--- src/rtl/cpmc_pkg.sv ---
// Constants and types of the privilege and mode control block.
package cpmc_pkg;

	// ========================================================
	// Register map (word aligned byte addresses)
	localparam logic [7:0] CPMC_ADDR_CONTROL = 8'h00;
	localparam logic [7:0] CPMC_ADDR_STATE   = 8'h04;
	localparam logic [7:0] CPMC_ADDR_MSP     = 8'h08;
	localparam logic [7:0] CPMC_ADDR_PSP     = 8'h0C;
	localparam logic [7:0] CPMC_ADDR_XSW     = 8'h10;
	localparam logic [7:0] CPMC_ADDR_IRQ_ST  = 8'h14;
	localparam logic [7:0] CPMC_ADDR_IRQ_MSK = 8'h18;

	// ========================================================
	// Field positions
	localparam int CPMC_CTRL_NPRIV_BIT = 0;
	localparam int CPMC_CTRL_SPSEL_BIT = 1;
	localparam int CPMC_XSW_COMPACT_BIT = 24;
	localparam int CPMC_EV_PRIV_FAULT  = 0;
	localparam int CPMC_EV_XSW_FAULT   = 1;
	localparam int CPMC_EV_ISA_FAULT   = 2;
	localparam int CPMC_EV_ENTRY       = 3;
	localparam int CPMC_EV_W           = 4;

	// ========================================================
	// Reset values and stack pointer alignment mask
	localparam logic [1:0]  CPMC_CONTROL_RST = 2'h0;
	localparam logic [31:0] CPMC_SP_RST      = 32'h0000_0000;
	localparam logic [31:0] CPMC_XSW_RST     = 32'h0100_0000;
	localparam logic [31:0] CPMC_SP_ALIGN    = 32'hFFFF_FFFC;

	// ========================================================
	// Operating states
	typedef enum logic [1:0] {
		CPMC_PRIV_THREAD = 2'b00,
		CPMC_USER_THREAD = 2'b01,
		CPMC_PRIV_HANDLER = 2'b10
	} cpmc_state_e;

endpackage

--- src/rtl/cpmc_top.sv ---
// Privilege level, execution mode and stack selection control with Wishbone registers.
`timescale 1ns/1ps
module cpmc_top
	import cpmc_pkg::*;
(
	input  wire logic        mclk_i,
	input  wire logic        rst_i,
	// Wishbone classic slave
	input  wire logic        wb_cyc_i,
	input  wire logic        wb_stb_i,
	input  wire logic        wb_we_i,
	input  wire logic [7:0]  wb_adr_i,
	input  wire logic [3:0]  wb_sel_i,
	input  wire logic [31:0] wb_dat_i,
	output logic      [31:0] wb_dat_o,
	output logic             wb_ack_o,
	// Core side
	input  wire logic        exc_entry_i,
	input  wire logic        exc_return_i,
	input  wire logic        restricted_access_i,
	input  wire logic        legacy_isa_i,
	input  wire logic        sp_write_i,
	input  wire logic [31:0] sp_wdata_i,
	output logic      [31:0] active_sp_o,
	output logic             privileged_o,
	output logic             handler_mode_o,
	output logic             use_process_sp_o,
	output logic             fault_o,
	output logic             irq_o
);

	cpmc_state_e          state_r;
	cpmc_state_e          state_nxt;
	cpmc_state_e          saved_thread_r;
	logic [1:0]           control_r;
	logic [31:0]          main_stack_pointer_r;
	logic [31:0]          process_stack_pointer_r;
	logic [31:0]          execution_status_word_r;
	logic [CPMC_EV_W-1:0] irq_status_r;
	logic [CPMC_EV_W-1:0] irq_mask_r;
	logic [CPMC_EV_W-1:0] events;
	logic                 wb_req;
	logic                 wr_en;
	logic                 priv_fault;
	logic                 xsw_fault;
	logic                 isa_fault;
	logic                 sel_psp;

	// Apply byte enables to a 32-bit word
	function automatic logic [31:0] merge_bytes(input logic [31:0] old_v, input logic [31:0] new_v,
		input logic [3:0] sel);
		logic [31:0] r;
		r = old_v;
		for (int i = 0; i < 4; i++) begin
			if (sel[i]) begin
				r[i*8 +: 8] = new_v[i*8 +: 8];
			end
		end
		return r;
	endfunction

	// ========================================================
	// Bus handshake
	assign wb_req = wb_cyc_i && wb_stb_i && !wb_ack_o;
	assign wr_en  = wb_req && wb_we_i;

	always_ff @(posedge mclk_i) begin
		if (rst_i) begin
			wb_ack_o <= 1'b0;
		end else begin
			wb_ack_o <= wb_req;
		end
	end

	// ========================================================
	// Fault detection
	// Control writes from software are special-register accesses
	assign priv_fault = (state_r == CPMC_USER_THREAD) &&
		(restricted_access_i || (wr_en && wb_adr_i == CPMC_ADDR_CONTROL));
	assign xsw_fault  = wr_en && wb_adr_i == CPMC_ADDR_XSW && wb_sel_i[3] &&
		!wb_dat_i[CPMC_XSW_COMPACT_BIT];
	assign isa_fault  = legacy_isa_i;
	assign fault_o    = priv_fault || xsw_fault || isa_fault;

	// ========================================================
	// Operating state
	always_comb begin
		state_nxt = state_r;
		case (state_r)
			CPMC_PRIV_THREAD,
			CPMC_USER_THREAD: begin
				if (exc_entry_i || fault_o) begin
					state_nxt = CPMC_PRIV_HANDLER;
				end else begin
					state_nxt = control_r[CPMC_CTRL_NPRIV_BIT] ? CPMC_USER_THREAD : CPMC_PRIV_THREAD;
				end
			end
			CPMC_PRIV_HANDLER: begin
				if (exc_return_i) begin
					state_nxt = saved_thread_r;
				end
			end
			default: state_nxt = CPMC_PRIV_THREAD;
		endcase
	end

	always_ff @(posedge mclk_i) begin
		if (rst_i) begin
			state_r <= CPMC_PRIV_THREAD;
		end else begin
			state_r <= state_nxt;
		end
	end

	always_ff @(posedge mclk_i) begin
		if (rst_i) begin
			saved_thread_r <= CPMC_PRIV_THREAD;
		end else if (state_r != CPMC_PRIV_HANDLER && state_nxt == CPMC_PRIV_HANDLER) begin
			saved_thread_r <= state_r;
		end
	end

	assign privileged_o   = state_r != CPMC_USER_THREAD;
	assign handler_mode_o = state_r == CPMC_PRIV_HANDLER;

	// ========================================================
	// Control register
	always_ff @(posedge mclk_i) begin
		if (rst_i) begin
			control_r <= CPMC_CONTROL_RST;
		end else if (wr_en && wb_adr_i == CPMC_ADDR_CONTROL && wb_sel_i[0] && privileged_o) begin
			control_r <= wb_dat_i[1:0];
		end
	end

	// ========================================================
	// Stack pointers
	assign sel_psp          = (state_r == CPMC_USER_THREAD) && control_r[CPMC_CTRL_SPSEL_BIT];
	assign use_process_sp_o = sel_psp;
	assign active_sp_o      = sel_psp ? process_stack_pointer_r : main_stack_pointer_r;

	always_ff @(posedge mclk_i) begin
		if (rst_i) begin
			main_stack_pointer_r <= CPMC_SP_RST;
		end else if (sp_write_i && !sel_psp) begin
			main_stack_pointer_r <= sp_wdata_i & CPMC_SP_ALIGN;
		end else if (wr_en && wb_adr_i == CPMC_ADDR_MSP && privileged_o) begin
			main_stack_pointer_r <= merge_bytes(main_stack_pointer_r, wb_dat_i, wb_sel_i) & CPMC_SP_ALIGN;
		end
	end

	always_ff @(posedge mclk_i) begin
		if (rst_i) begin
			process_stack_pointer_r <= CPMC_SP_RST;
		end else if (sp_write_i && sel_psp) begin
			process_stack_pointer_r <= sp_wdata_i & CPMC_SP_ALIGN;
		end else if (wr_en && wb_adr_i == CPMC_ADDR_PSP && privileged_o) begin
			process_stack_pointer_r <= merge_bytes(process_stack_pointer_r, wb_dat_i, wb_sel_i) & CPMC_SP_ALIGN;
		end
	end

	// ========================================================
	// Execution status word: compact bit held at one
	always_ff @(posedge mclk_i) begin
		if (rst_i) begin
			execution_status_word_r <= CPMC_XSW_RST;
		end else if (wr_en && wb_adr_i == CPMC_ADDR_XSW && privileged_o) begin
			execution_status_word_r <= merge_bytes(execution_status_word_r, wb_dat_i, wb_sel_i) | CPMC_XSW_RST;
		end
	end

	// ========================================================
	// Interrupt status and mask
	always_comb begin
		events = '0;
		events[CPMC_EV_PRIV_FAULT] = priv_fault;
		events[CPMC_EV_XSW_FAULT]  = xsw_fault;
		events[CPMC_EV_ISA_FAULT]  = isa_fault;
		events[CPMC_EV_ENTRY]      = state_r != CPMC_PRIV_HANDLER && state_nxt == CPMC_PRIV_HANDLER;
	end

	always_ff @(posedge mclk_i) begin
		if (rst_i) begin
			irq_status_r <= '0;
		end else if (wr_en && wb_adr_i == CPMC_ADDR_IRQ_ST && wb_sel_i[0]) begin
			irq_status_r <= (irq_status_r & ~wb_dat_i[CPMC_EV_W-1:0]) | events;
		end else begin
			irq_status_r <= irq_status_r | events;
		end
	end

	always_ff @(posedge mclk_i) begin
		if (rst_i) begin
			irq_mask_r <= '0;
		end else if (wr_en && wb_adr_i == CPMC_ADDR_IRQ_MSK && wb_sel_i[0]) begin
			irq_mask_r <= wb_dat_i[CPMC_EV_W-1:0];
		end
	end

	assign irq_o = |(irq_status_r & irq_mask_r);

	// ========================================================
	// Read data
	always_ff @(posedge mclk_i) begin
		if (rst_i) begin
			wb_dat_o <= '0;
		end else if (wb_req && !wb_we_i) begin
			case (wb_adr_i)
				CPMC_ADDR_CONTROL: wb_dat_o <= {30'h0, control_r};
				CPMC_ADDR_STATE:   wb_dat_o <= {29'h0, sel_psp, handler_mode_o, privileged_o};
				CPMC_ADDR_MSP:     wb_dat_o <= main_stack_pointer_r;
				CPMC_ADDR_PSP:     wb_dat_o <= process_stack_pointer_r;
				CPMC_ADDR_XSW:     wb_dat_o <= execution_status_word_r | CPMC_XSW_RST;
				CPMC_ADDR_IRQ_ST:  wb_dat_o <= {28'h0, irq_status_r};
				CPMC_ADDR_IRQ_MSK: wb_dat_o <= {28'h0, irq_mask_r};
				default:           wb_dat_o <= 32'h0000_0000;
			endcase
		end
	end

endmodule

--- config.mk ---
export PLATFORM = sky130hd
export DESIGN_NAME = cpmc_top
export DESIGN_NICKNAME = d
export VERILOG_FILES = /design/src/rtl/cpmc_pkg.sv /design/src/rtl/cpmc_top.sv
export SDC_FILE = /design/constraint.sdc
export NUM_CORES = 1
export LEC_CHECK = 0
export ABC_AREA = 1
export BUFFER_PORTS_ARGS = -buffer_cell sky130_fd_sc_hd__buf_2
export CORE_ASPECT_RATIO = 1.2
export CORE_UTILIZATION = 50
export CTS_BUF_LIST = sky130_fd_sc_hd__clkbuf_8
export DETAILED_ROUTE_END_ITERATION = 7
export GPL_ROUTABILITY_DRIVEN = 0
export GPL_TIMING_DRIVEN = 1
export PLACE_DENSITY_LB_ADDON = 0.25
export SLEW_MARGIN = 20
export SYNTH_ARGS = -nofsm -noshare
export SYNTH_HDL_FRONTEND = slang
export SYNTH_SLANG_ARGS = --single-unit
--- constraint.sdc ---
create_clock -name mclk_i -period 1.9 [get_ports mclk_i]
set_input_delay 0.475 -clock mclk_i [delete_from_list [all_inputs] [get_ports mclk_i]]
set_output_delay 0.475 -clock mclk_i [all_outputs]
set_load 0.01 [all_outputs]
==> impl_results.md, run 1 <==
- Final ANT Viol Nets: 0
- Mapped Area: 0.006840 sq mm
- Clock period minus worst slack: 2169 ps
- Nets@finish: 1359
- Dpl cell area: 0.008110 sq mm
- First-pass GRT wire length: 33940 microns
- DP HPWL: 14050 microns
- Detailed Route Iter0 Violations: 526
- Post-synth EDFFs: 0
- Gate Count Post-Synth: 1059
- Final worst-path cycle share: 114.2%
- Avg Cell Area, Syn: 6.459 sq um
- Core area: 0.01330 sq mm
- Via count: 7825
- Cell taking the most area after synthesis: dfxtp_1
- Worst IR Drop VDD: 0.4070 mV
- Worst path slowest cell: dfxtp_2
- Global Route met1 Usage: 37.26%
- Clk pwr share: 39.9%
- Synth top area share: 40.39%
- # IOs: 156
- Critical Path Sink Type: output pin
- Grt peak-use layer: met2
- Vias per cell: 5.385
- Leakage: 4.362 nW
- Rows: 46
- Htree depth: 4
- Data arrival time of the worst path: 1690 ps
- Die height: 130.1 microns
- Max-cap violations: 0
- Largest stage delay, worst path: 330 ps
- Clock Skews: 14.92 ps
- HP Class: input pin to flip-flop
- Share of layout cells above drive strength 1: 31.28%
- TritonRoute pass-1 iters: 5
- FMAX: 461.0 MHz
- Routed len/inst: 15.68 microns
- N_diodes: 0
- Buffers added on ports: 151
- CTS Sinks: 138
- Logic pwr share: 11.4%
- Sequential-to-total area share from yosys stat: 40.39%
- Final core occ: 71.47%
- Max clock buf depth: 2
- Design Area, Final: 0.009502 sq mm
- Post-Route WL: 22780 microns
- CTS tree: done
- Max Slew Vio Count: 0
- Min setup slack post-route: -269.0 ps
- Residual DRC count: 0
- Syn-to-layout area delta: 38.91%
- Cell Int Power: 4.518 mW
- Asr flop ratio synth: 0%
- Final hold violation count: 0
- Met2 Resource Use GR: 52.87%
- Switching pwr: 1.612 mW
- Pwr/cell area: 645.2 mW/mm^2
- CP Launch Type: flip-flop
- RSZ-0062 raised after global routing: yes
- CTS Buf Count: 17
- Critical path, cell by cell: inv_2, nand2_4, nor2_4, buf_12, buf_8, buf_8, nand2_2, nand2_2, buf_6
- Clk slew on worst S/H paths: 80 ps
- Starting Density: 51.45%
- Post-synth top cells: nand2_1 (329), dfxtp_1 (138), o21ai_0 (129), nor2_1 (126), inv_1 (93)
- Post-synth cell types: 27
- Sequential Power Share: 48.8%
- Most used DFF post-synth: dfxtp_1
- CTS Root Cell: clkbuf_8
- Critical path required time: 1420 ps
- Overflow after GRT: 0
- Worst-skew pair later-pin latency: 470 ps
- Initial antenna violation count: 0
- Largest net degree at the start of global routing: 80
- Switching share of power: 26.30%
- Vias in the first global route: 7021
- # setup viols final: 57
- YS warnings: 0
- Most instantiated library cell after synthesis: nand2_1
- Status: finished, violations left
- Yosys reg bits: 138
- Total GRT Usage: 31.27%
- Critical path class: flip-flop to output pin
- Synth top area cells: dfxtp_1 (40%), nand2_1 (18%), o21ai_0 (9.4%), nor2_1 (6.9%), inv_1 (5.1%)
- Met3 Use GR: 6.494%
- Peak fanout along the critical path: 5
- Die area: 0.01415 sq mm
- Die width: 108.8 microns
- Failing checks: negative setup slack
power groups by stage:
stage | clock network, mW | logic, mW | registers [mW]
5_1_grt | 2.57 | 0.764 | 3.00
3_5_place_dp | 0 | 0.593 | 3.05
2_1_floorplan | 0 | 0.321 | 3.04
6_report | 2.44 | 0.697 | 2.99
4_1_cts | 2.45 | 0.630 | 2.98
3_3_place_gp | 0 | 0.586 | 3.05
per-stage QoR:
step                      setup TNS (ps)  std cells  worst slack (ps)  hold slack [ps]  power, mW
after floorplan                        0       1060             118.0            414.5      3.359
after global placement            -34.96       1384            -13.13            425.7      3.632
after detailed placement          -520.0       1384            -43.11            427.5      3.640
after CTS                          -7704       1436            -293.8            258.4      6.061
after global routing              -12460       1453            -333.9            271.4      6.330
final                              -7615       1453            -269.0            277.5      6.130
registers in the layout, summed over array words and instances (netlist names):
name	cells
control_r	2
execution_status_word_r	31
irq_mask_r	4
irq_status_r	4
main_stack_pointer_r	30
process_stack_pointer_r	30
saved_thread_r	2
state_r	2
wb_ack_o	1
wb_dat_o	32
final timing paths:
kind                                                startpoint                                        to  slack (ps)  depth (start not counted)
worst min-delay path                               wb_dat_i[3]   execution_status_word_r[3]$_SDFFE_PP0P_         280                          3
worst max register to register           state_r[1]$_SDFF_PP0_  process_stack_pointer_r[14]$_SDFFE_PP0P_        -100                         16
worst min register to register  saved_thread_r[1]$_SDFFE_PP0P_            saved_thread_r[1]$_SDFFE_PP0P_         440                          2
worst max-delay path                     state_r[1]$_SDFF_PP0_                            active_sp_o[7]        -270                          9
routing by layer:
metal / routed length [microns] / up-vias
met5: 0 / -
met4: 706 / 0
met3: 1622 / 68
met2: 11340 / 372
met1: 9119 / 3549
li1: - / 3836
cell usage in the layout, fill, tap and decap left out, drive strengths merged, types with 4 or more instances in the layout:
cell type	n
a211oi	23
a21oi	69
buf	244
clkbuf	21
clkinv	8
dfxtp	138
inv	106
nand2	338
nand3	34
nand4	4
nor2	132
nor3	5
o211ai	26
o21ai	129
cells by family (layout without fill, tap and decap cells):
kind of cell,Yosys count,after routing,synth area share [%]
AND/OR/NAND/NOR,513,513,30.24
other,1,2,0.05482
flip-flops,138,138,40.39
AO/OA/AOI/OAI,248,248,19.96
buffers and inverters,159,384,9.365
critical path, delay by kind of cell (launching register included):
kind / cells / cell delay [ps]
and+or+nand+nor: 4 / 330
DFF: 1 / 330
buffers and inverters: 5 / 560
repair_timing:
item                                   CTS  global route
gates resized for setup                 56           146
pin swaps                                3            43
hold buffers                             0             0
buffers inserted                        17            15
setup endpoints to repair               45            78
cloned                                   4             3
endpoints found under the hold margin    0             0
area by class of cell:
| type | count | area, sq um |
|---|---|---|
| repair buffers | 247 | 1914 |
| fillers | 1105 | 3794 |
| clock inverters | 13 | 136.4 |
| multi-input cells | 763 | 3802 |
| well taps | 168 | 210.2 |
| clock buffers | 18 | 247.7 |
| flip-flops and latches | 138 | 2768 |
| inverters | 106 | 422.9 |
Note: power is estimated with default switching activity, not from simulation.
==> run 2, diff against run 1 <==
==> constraint.sdc (replaced) <==
create_clock -name mclk_i -period 1.9 [get_ports mclk_i]
set_input_delay 0.475 -clock mclk_i [delete_from_list [all_inputs] [get_ports mclk_i]]
set_output_delay 0.475 -clock mclk_i [all_outputs]
set_load 0.02 [all_outputs]
==> run 2 against run 1 <==
The flow still finishes with violations (negative setup slack). Critical path depth unchanged. Register-to-register slack better by 180 ps. Non-clock buffer count decreased by 16. Largest power group unchanged.
==> impl_results.md, run 2 (synthesized netlist as in run 1, its figures left out) <==
- N_diodes: 0 (unchanged)
- Multi-input logic area: 0.003576 sq mm (-6.0%)
- Switching pwr: 1.606 mW (-0.39%)
- HP Class: input pin to flip-flop
- Reg-to-Reg Start: wb_ack_o$_SDFF_PP0_
- Data arrival time of the worst path: 1620 ps (-70 ps)
- Starting Density: 51.45% (unchanged)
- CTS Hold Bufs: 0 (unchanged)
- Detailed Route Iter0 Violations: 411 (-22%)
- FMAX: 477.2 MHz (+3.5%)
- Max clock buf depth: 2 (unchanged)
- Share of layout cells above drive strength 1: 26.77% (-4.5 points)
- Vias per cell: 5.278 (-2.0%)
- Via count: 7590 (-3.0%)
- Register area: 0.002768 sq mm (unchanged)
- Min-delay src: wb_dat_i[31]
- Top flop regs: wb_dat_o (32), execution_status_word_r (31)
- CTS Sinks: 138 (unchanged)
- Metal3 WL: 1617 microns (-0.31%)
- Switching share of power: 24.26% (-2.0 points)
- Initial antenna violation count: 0 (unchanged)
- Largest net degree at the start of global routing: 80 (unchanged)
- Nets@finish: 1343 (-1.2%)
- CTS Root Cell: clkbuf_8
- First-pass GRT wire length: 34220 microns (+0.81%)
- CTS tree: done
- Vias in the first global route: 7105 (+1.2%)
- Clock period minus worst slack: 2096 ps (-73.46 ps)
- Logic pwr share: 11.1% (-0.3 points)
- Die width: 108.8 microns (unchanged)
- Dpl cell area: 0.008110 sq mm (unchanged)
- Min setup slack post-route: -195.5 ps (+73.46 ps)
- Commonest non-fill, non-tap cell in the layout: nand2_1
- CP Launch Type: flip-flop
- Final worst-path cycle share: 110.3% (-3.9 points)
- Total GRT Usage: 31.23% (-0.040 points)
- DRT met1 WL: 8836 microns (-3.1%)
- TritonRoute pass-1 iters: 6 (+1)
- Max Slew Vio Count: 0 (unchanged)
- CTS Buf Count: 17 (unchanged)
- # IOs: 156 (unchanged)
- Peak fanout along the critical path: 13 (+8)
- Pwr/cell area: 718.7 mW/mm^2 (+11%)
- Sequential Power Share: 45.1% (-3.7 points)
- Clock Skews: 7.531 ps (-7.390 ps)
- Cell Int Power: 5.016 mW (+11%)
- Htree depth: 4 (unchanged)
- Largest reg by FF count: wb_dat_o
- Failing checks: negative setup slack
- Status: finished, violations left
- Buffers added on ports: 151 (unchanged)
- Met2 WL: 10700 microns (-5.6%)
- Worst-skew pair later-pin latency: 460 ps (about the same)
- Worst IR Drop VDD: 0.4721 mV (+16%)
- Rows: 46 (unchanged)
- Design Area, Final: 0.009214 sq mm (-3.0%)
- Final hold violation count: 0 (unchanged)
- Commonest cells after routing, fill and taps aside: nand2_1 (294), dfxtp_1 (134), o21ai_0 (128)
- Clk slew on worst S/H paths: 80 ps (about the same)
- Fill cells: 1114 (+0.81%)
- Critical path required time: 1420 ps (about the same)
- Critical path class: flip-flop to output pin
- DP HPWL: 14050 microns (about the same)
- RSZ-0062 raised after global routing: yes
- Residual DRC count: 0 (unchanged)
- Clk pwr share: 43.8% (+3.9 points)
- Die height: 130.1 microns (unchanged)
- Max-cap violations: 0 (unchanged)
- Overflow after GRT: 0 (unchanged)
- Final ANT Viol Nets: 0 (unchanged)
- Tot Pwr: 6.622 mW (+8.0%)
- Syn-to-layout area delta: 34.70%
- DR top layer: met4
- Critical Path Sink Type: output pin
- Setup TNS: -5551 ps (+2065 ps)
- # setup viols final: 33 (-42%)
- Routed len/inst: 15.14 microns (-3.4%)
- Core area: 0.01330 sq mm (unchanged)
- Post-Route WL: 21780 microns (-4.4%)
- Die area: 0.01415 sq mm (unchanged)
- Worst Setup SP: state_r[1]$_SDFF_PP0_
- Leakage: 4.240 nW (-2.8%)
- Number of flip-flops in the largest register: 32 (unchanged)
[run 2: repair_timing]
action	4_1_cts	5_1_grt
cloned	1	2
endpoints found under the setup margin	32	97
setup buffers	22	1
resized for setup	95	41
pin swaps	7	10
[run 2: critical path, stage by stage, from the launching register on]
cell and delay [ps]:
dfxtp_2 330, inv_2 70, nand2_4 60, nor2_4 100, buf_12 150, inv_8 50, buf_12 140, nand2_1 60
nand2_1 70, buf_6 130
[run 2: power by group through the flow]
stage          Clock, mW  Sequential [mW]  Combinational, mW
5_1_grt             3.05             2.99              0.806
4_1_cts             2.91             2.98              0.713
3_5_place_dp           0             3.05              0.628
3_3_place_gp           0             3.05              0.621
6_report            2.90             2.99              0.736
2_1_floorplan          0             3.04              0.358
[run 2: through the flow]
step | std cells | utilization, % | setup WS, ps | hold slack, ps
finish | 1438 | 69.30 | -195.5 | 284.1
detailed placement | 1384 | 61.00 | -65.47 | 429.1
CTS | 1439 | 68.37 | -207.4 | 263.2
global route | 1438 | 69.30 | -248.3 | 286.8
floorplan | 1060 | - | 30.12 | 414.5
global placement | 1384 | 61.00 | -9.484 | 426.6
[run 2: path summary, 6_finish.rpt]
kind,slack [ps],cells past startpoint,endpoint
worst min-delay path,280,3,execution_status_word_r[31]$_SDFFE_PP0P_
worst max-delay path,-200,9,active_sp_o[20]
worst max register to register,80,12,irq_status_r[1]$_SDFF_PP0_
worst min register to register,450,2,saved_thread_r[1]$_SDFFE_PP0P_
[run 2: layer usage]
metal | vias to the layer above | global-route usage, %
met2 | 331 | 54.32
met1 | 3402 | 36.94
li1 | 3797 | -
met4 | 0 | 15.02
met3 | 60 | 5.544
met5 | - | 0
[run 2: final cells by class]
cell class	instances	share of cell area, %
Timing Repair Buffer	231	19.27
Clock inverter	12	2.213
Sequential cell	138	30.04
Multi-Input combinational cell	763	38.81
Inverter	106	4.400
Tap cell	168	2.281
Clock buffer	20	2.988
==> run 3, diff against run 2 <==
--- a/config.mk
+++ b/config.mk
@@ -9,7 +9,6 @@
 export BUFFER_PORTS_ARGS = -buffer_cell sky130_fd_sc_hd__buf_2
 export CORE_ASPECT_RATIO = 1.2
 export CORE_UTILIZATION = 50
-export CTS_BUF_LIST = sky130_fd_sc_hd__clkbuf_8
 export DETAILED_ROUTE_END_ITERATION = 7
 export GPL_ROUTABILITY_DRIVEN = 0
 export GPL_TIMING_DRIVEN = 1
==> run 3 against run 2 <==
Non-clock buffer count is 4 higher. Sequential share of layout area fell by 1.6 points. Largest power group is now the clock network. The run still ends with negative setup slack left. First-iteration DRC count rose by 2.9%.
==> impl_results.md, run 3 (synthesized netlist as in run 1, its figures left out) <==
- Share of layout cells above drive strength 1: 30.46% (+3.7 points)
- Data arrival time of the worst path: 1650 ps (+30 ps)
- Commonest non-fill, non-tap cell in the layout: nand2_1
- Total GRT Usage: 31.67% (+0.44 points)
- Vias in the first global route: 7089 (-0.23%)
- Peak fanout along the critical path: 8 (-5)
- Critical path required time: 1420 ps (about the same)
- CTS Sinks: 138 (unchanged)
- Worst-skew pair later-pin latency: 430 ps (-30 ps)
- Delay-heaviest family, CP: buffers and inverters
- FMAX: 471.0 MHz (-1.3%)
- Leakage: 4.418 nW (+4.2%)
- DP HPWL: 14050 microns (unchanged)
- Largest stage delay, worst path: 330 ps (about the same)
- Hold slack: 313.6 ps (+29.46 ps)
- Hold path depth: 3 (unchanged)
- Vias per cell: 5.386 (+2.0%)
- Buffers added on ports: 151 (unchanged)
- Initial antenna violation count: 0 (unchanged)
- Clock period minus worst slack: 2123 ps (+27.55 ps)
- Commonest cells after routing, fill and taps aside: nand2_1 (251), dfxtp_1 (135), nor2_1 (125)
- Min setup slack post-route: -223.1 ps (-27.55 ps)
- Max-cap violations: 0 (unchanged)
- CP Launch Type: flip-flop
- Final ANT Viol Nets: 0 (unchanged)
- R2R Setup Slk: 40 ps (-40 ps)
- CTS Buf Count: 17 (unchanged)
- Critical Path Sink Type: output pin
- Largest reg by FF count: wb_dat_o
- CTS Hold Bufs: 0 (unchanged)
- RSZ-0062 raised after global routing: yes
- Die width: 108.8 microns (unchanged)
- Via count: 7767 (+2.3%)
- Starting Density: 51.45% (unchanged)
- Final core occ: 73.09% (+3.8 points)
- Routed len/inst: 15.77 microns (+4.1%)
- Largest net degree at the start of global routing: 80 (unchanged)
- Worst path slowest cell: dfxtp_2
- TritonRoute pass-1 iters: 5 (-1)
- Syn-to-layout area delta: 42.07%
- Detailed Route Iter0 Violations: 423 (+2.9%)
- Top flop regs: wb_dat_o (32), execution_status_word_r (31)
- Worst Path Buf+Inv: 4 (-1)
- Final worst-path cycle share: 111.7% (+1.4 points)
- Worst R2R Path Depth: 12 (unchanged)
- First-pass GRT wire length: 34510 microns (+0.84%)
- # IOs: 156 (unchanged)
- Clock Skews: 4.935 ps (-2.596 ps)
- Global Route met1 Usage: 36.88% (-0.062 points)
- Clk slew on worst S/H paths: 60 ps (-20 ps)
- Core area: 0.01330 sq mm (unchanged)
- Fill cells: 1044 (-6.3%)
- Final hold violation count: 0 (unchanged)
- N_diodes: 0 (unchanged)
- Htree depth: 4 (unchanged)
- HP Class: input pin to flip-flop
- Worst IR Drop VDD: 0.5272 mV (+12%)
- Nets@finish: 1347 (+0.30%)
- # setup viols final: 32 (-3.0%)
- Critical path, cell by cell: inv_2, nand2_4, nor2_4, buf_8, buf_12, nand2_4, o21ai_4, buf_6
- Residual DRC count: 0 (unchanged)
- Pwr/cell area: 780.5 mW/mm^2 (+8.6%)
- Most frequent cell on the critical path: nand2_4
- Die area: 0.01415 sq mm (unchanged)
- Grt peak-use layer: met2
- CP Depth: 8 (-1)
- Max clock buf depth: 2 (unchanged)
- CTS tree: done
- Rows: 46 (unchanged)
- Critical path class: flip-flop to output pin
- Number of flip-flops in the largest register: 32 (unchanged)
- Met2 Resource Use GR: 55.17% (+0.86 points)
- Status: finished, violations left
- Post-Route WL: 22740 microns (+4.4%)
- Failing checks: negative setup slack
- Overflow after GRT: 0 (unchanged)
- Max Slew Vio Count: 0 (unchanged)
- Die height: 130.1 microns (unchanged)
- CTS Root Cell: clkbuf_16
- Met3 Use GR: 6.394% (+0.85 points)
==> run 3: changes by cell type in the layout (fill, tap and decap cells not counted), moves of 2 or more <==
cell       previous run  this run
clkbuf_16             2        20
nand2_1             294       251
buf_12               12        14
buf_6                37        39
nand2_4               5        23
inv_1                92        85
o21ai_0             128       122
nand2_2              39        63
inv_4                 0         2
clkbuf_1              0         5
clkbuf_8             20         3
o21ai_1               0         6
==> run 3: path summary, 6_finish.rpt <==
kind	to	from
worst min register to register	saved_thread_r[1]$_SDFFE_PP0P_	saved_thread_r[1]$_SDFFE_PP0P_
worst max-delay path	active_sp_o[2]	state_r[1]$_SDFF_PP0_
worst max register to register	process_stack_pointer_r[14]$_SDFFE_PP0P_	state_r[1]$_SDFF_PP0_
worst min-delay path	execution_status_word_r[31]$_SDFFE_PP0P_	wb_dat_i[31]
==> run 3: repair_timing <==
action	4_1_cts	5_1_grt
setup endpoints to repair	32	69
pin swaps	14	22
setup buffers	21	1
gates resized for setup	119	100
cloned	3	4
==> run 3: stage by stage <==
| step | worst slack [ps] | power, mW | instance area (sq um) | setup TNS, ps | instances |
|---|---|---|---|---|---|
| detailed placement | -65.47 | 3.676 | 8110 | -963.4 | 1384 |
| floorplan | 30.12 | 3.397 | 6844 | 0 | 1060 |
| global route | -273.6 | 7.817 | 9718 | -8430 | 1442 |
| global placement | -9.484 | 3.668 | 8110 | -72.25 | 1384 |
| finish | -223.1 | 7.585 | 9718 | -6414 | 1442 |
| CTS | -267.3 | 7.529 | 9374 | -7381 | 1440 |
==> run 3: report_power, final <==
part	internal [mW]	switching [mW]	total [mW]	leakage [nW]
combinational	0.322	0.452	0.774	2.97
sequential	2.95	0.0542	3.00	1.12
clock	2.57	1.24	3.81	0.326
==> run 3: routing by layer <==
| layer | part of all wire (%) | vias to the layer above |
|---|---|---|
| met1 | 40 | 3515 |
| met4 | 3.9 | 0 |
| li1 | - | 3813 |
| met2 | 49 | 354 |
| met5 | 0 | - |
| met3 | 7.2 | 85 |
==> run 3: area by class of cell <==
cell class                 count  area (sq um)  area share (%)
clock buffer                  25         485.5           4.995
clock inverter                 7         185.2           1.906
inverter                     106         407.9           4.197
multi-input combinational    763          3795           39.05
sequential                   138          2766           28.47
tap                          168         210.2           2.163
timing repair buffer         235          1868           19.22
==> run 3: worst reg2reg max path: stages, from the launching register on <==
cell and delay [ps]:
dfxtp_2 330, inv_2 70, nand2_4 50, nor2_4 170, buf_8 180, buf_6 150
buf_4 140, nand2_4 90, buf_12 170, nand2_2 100, buf_4 140, nand2_1 50
a21oi_1 150
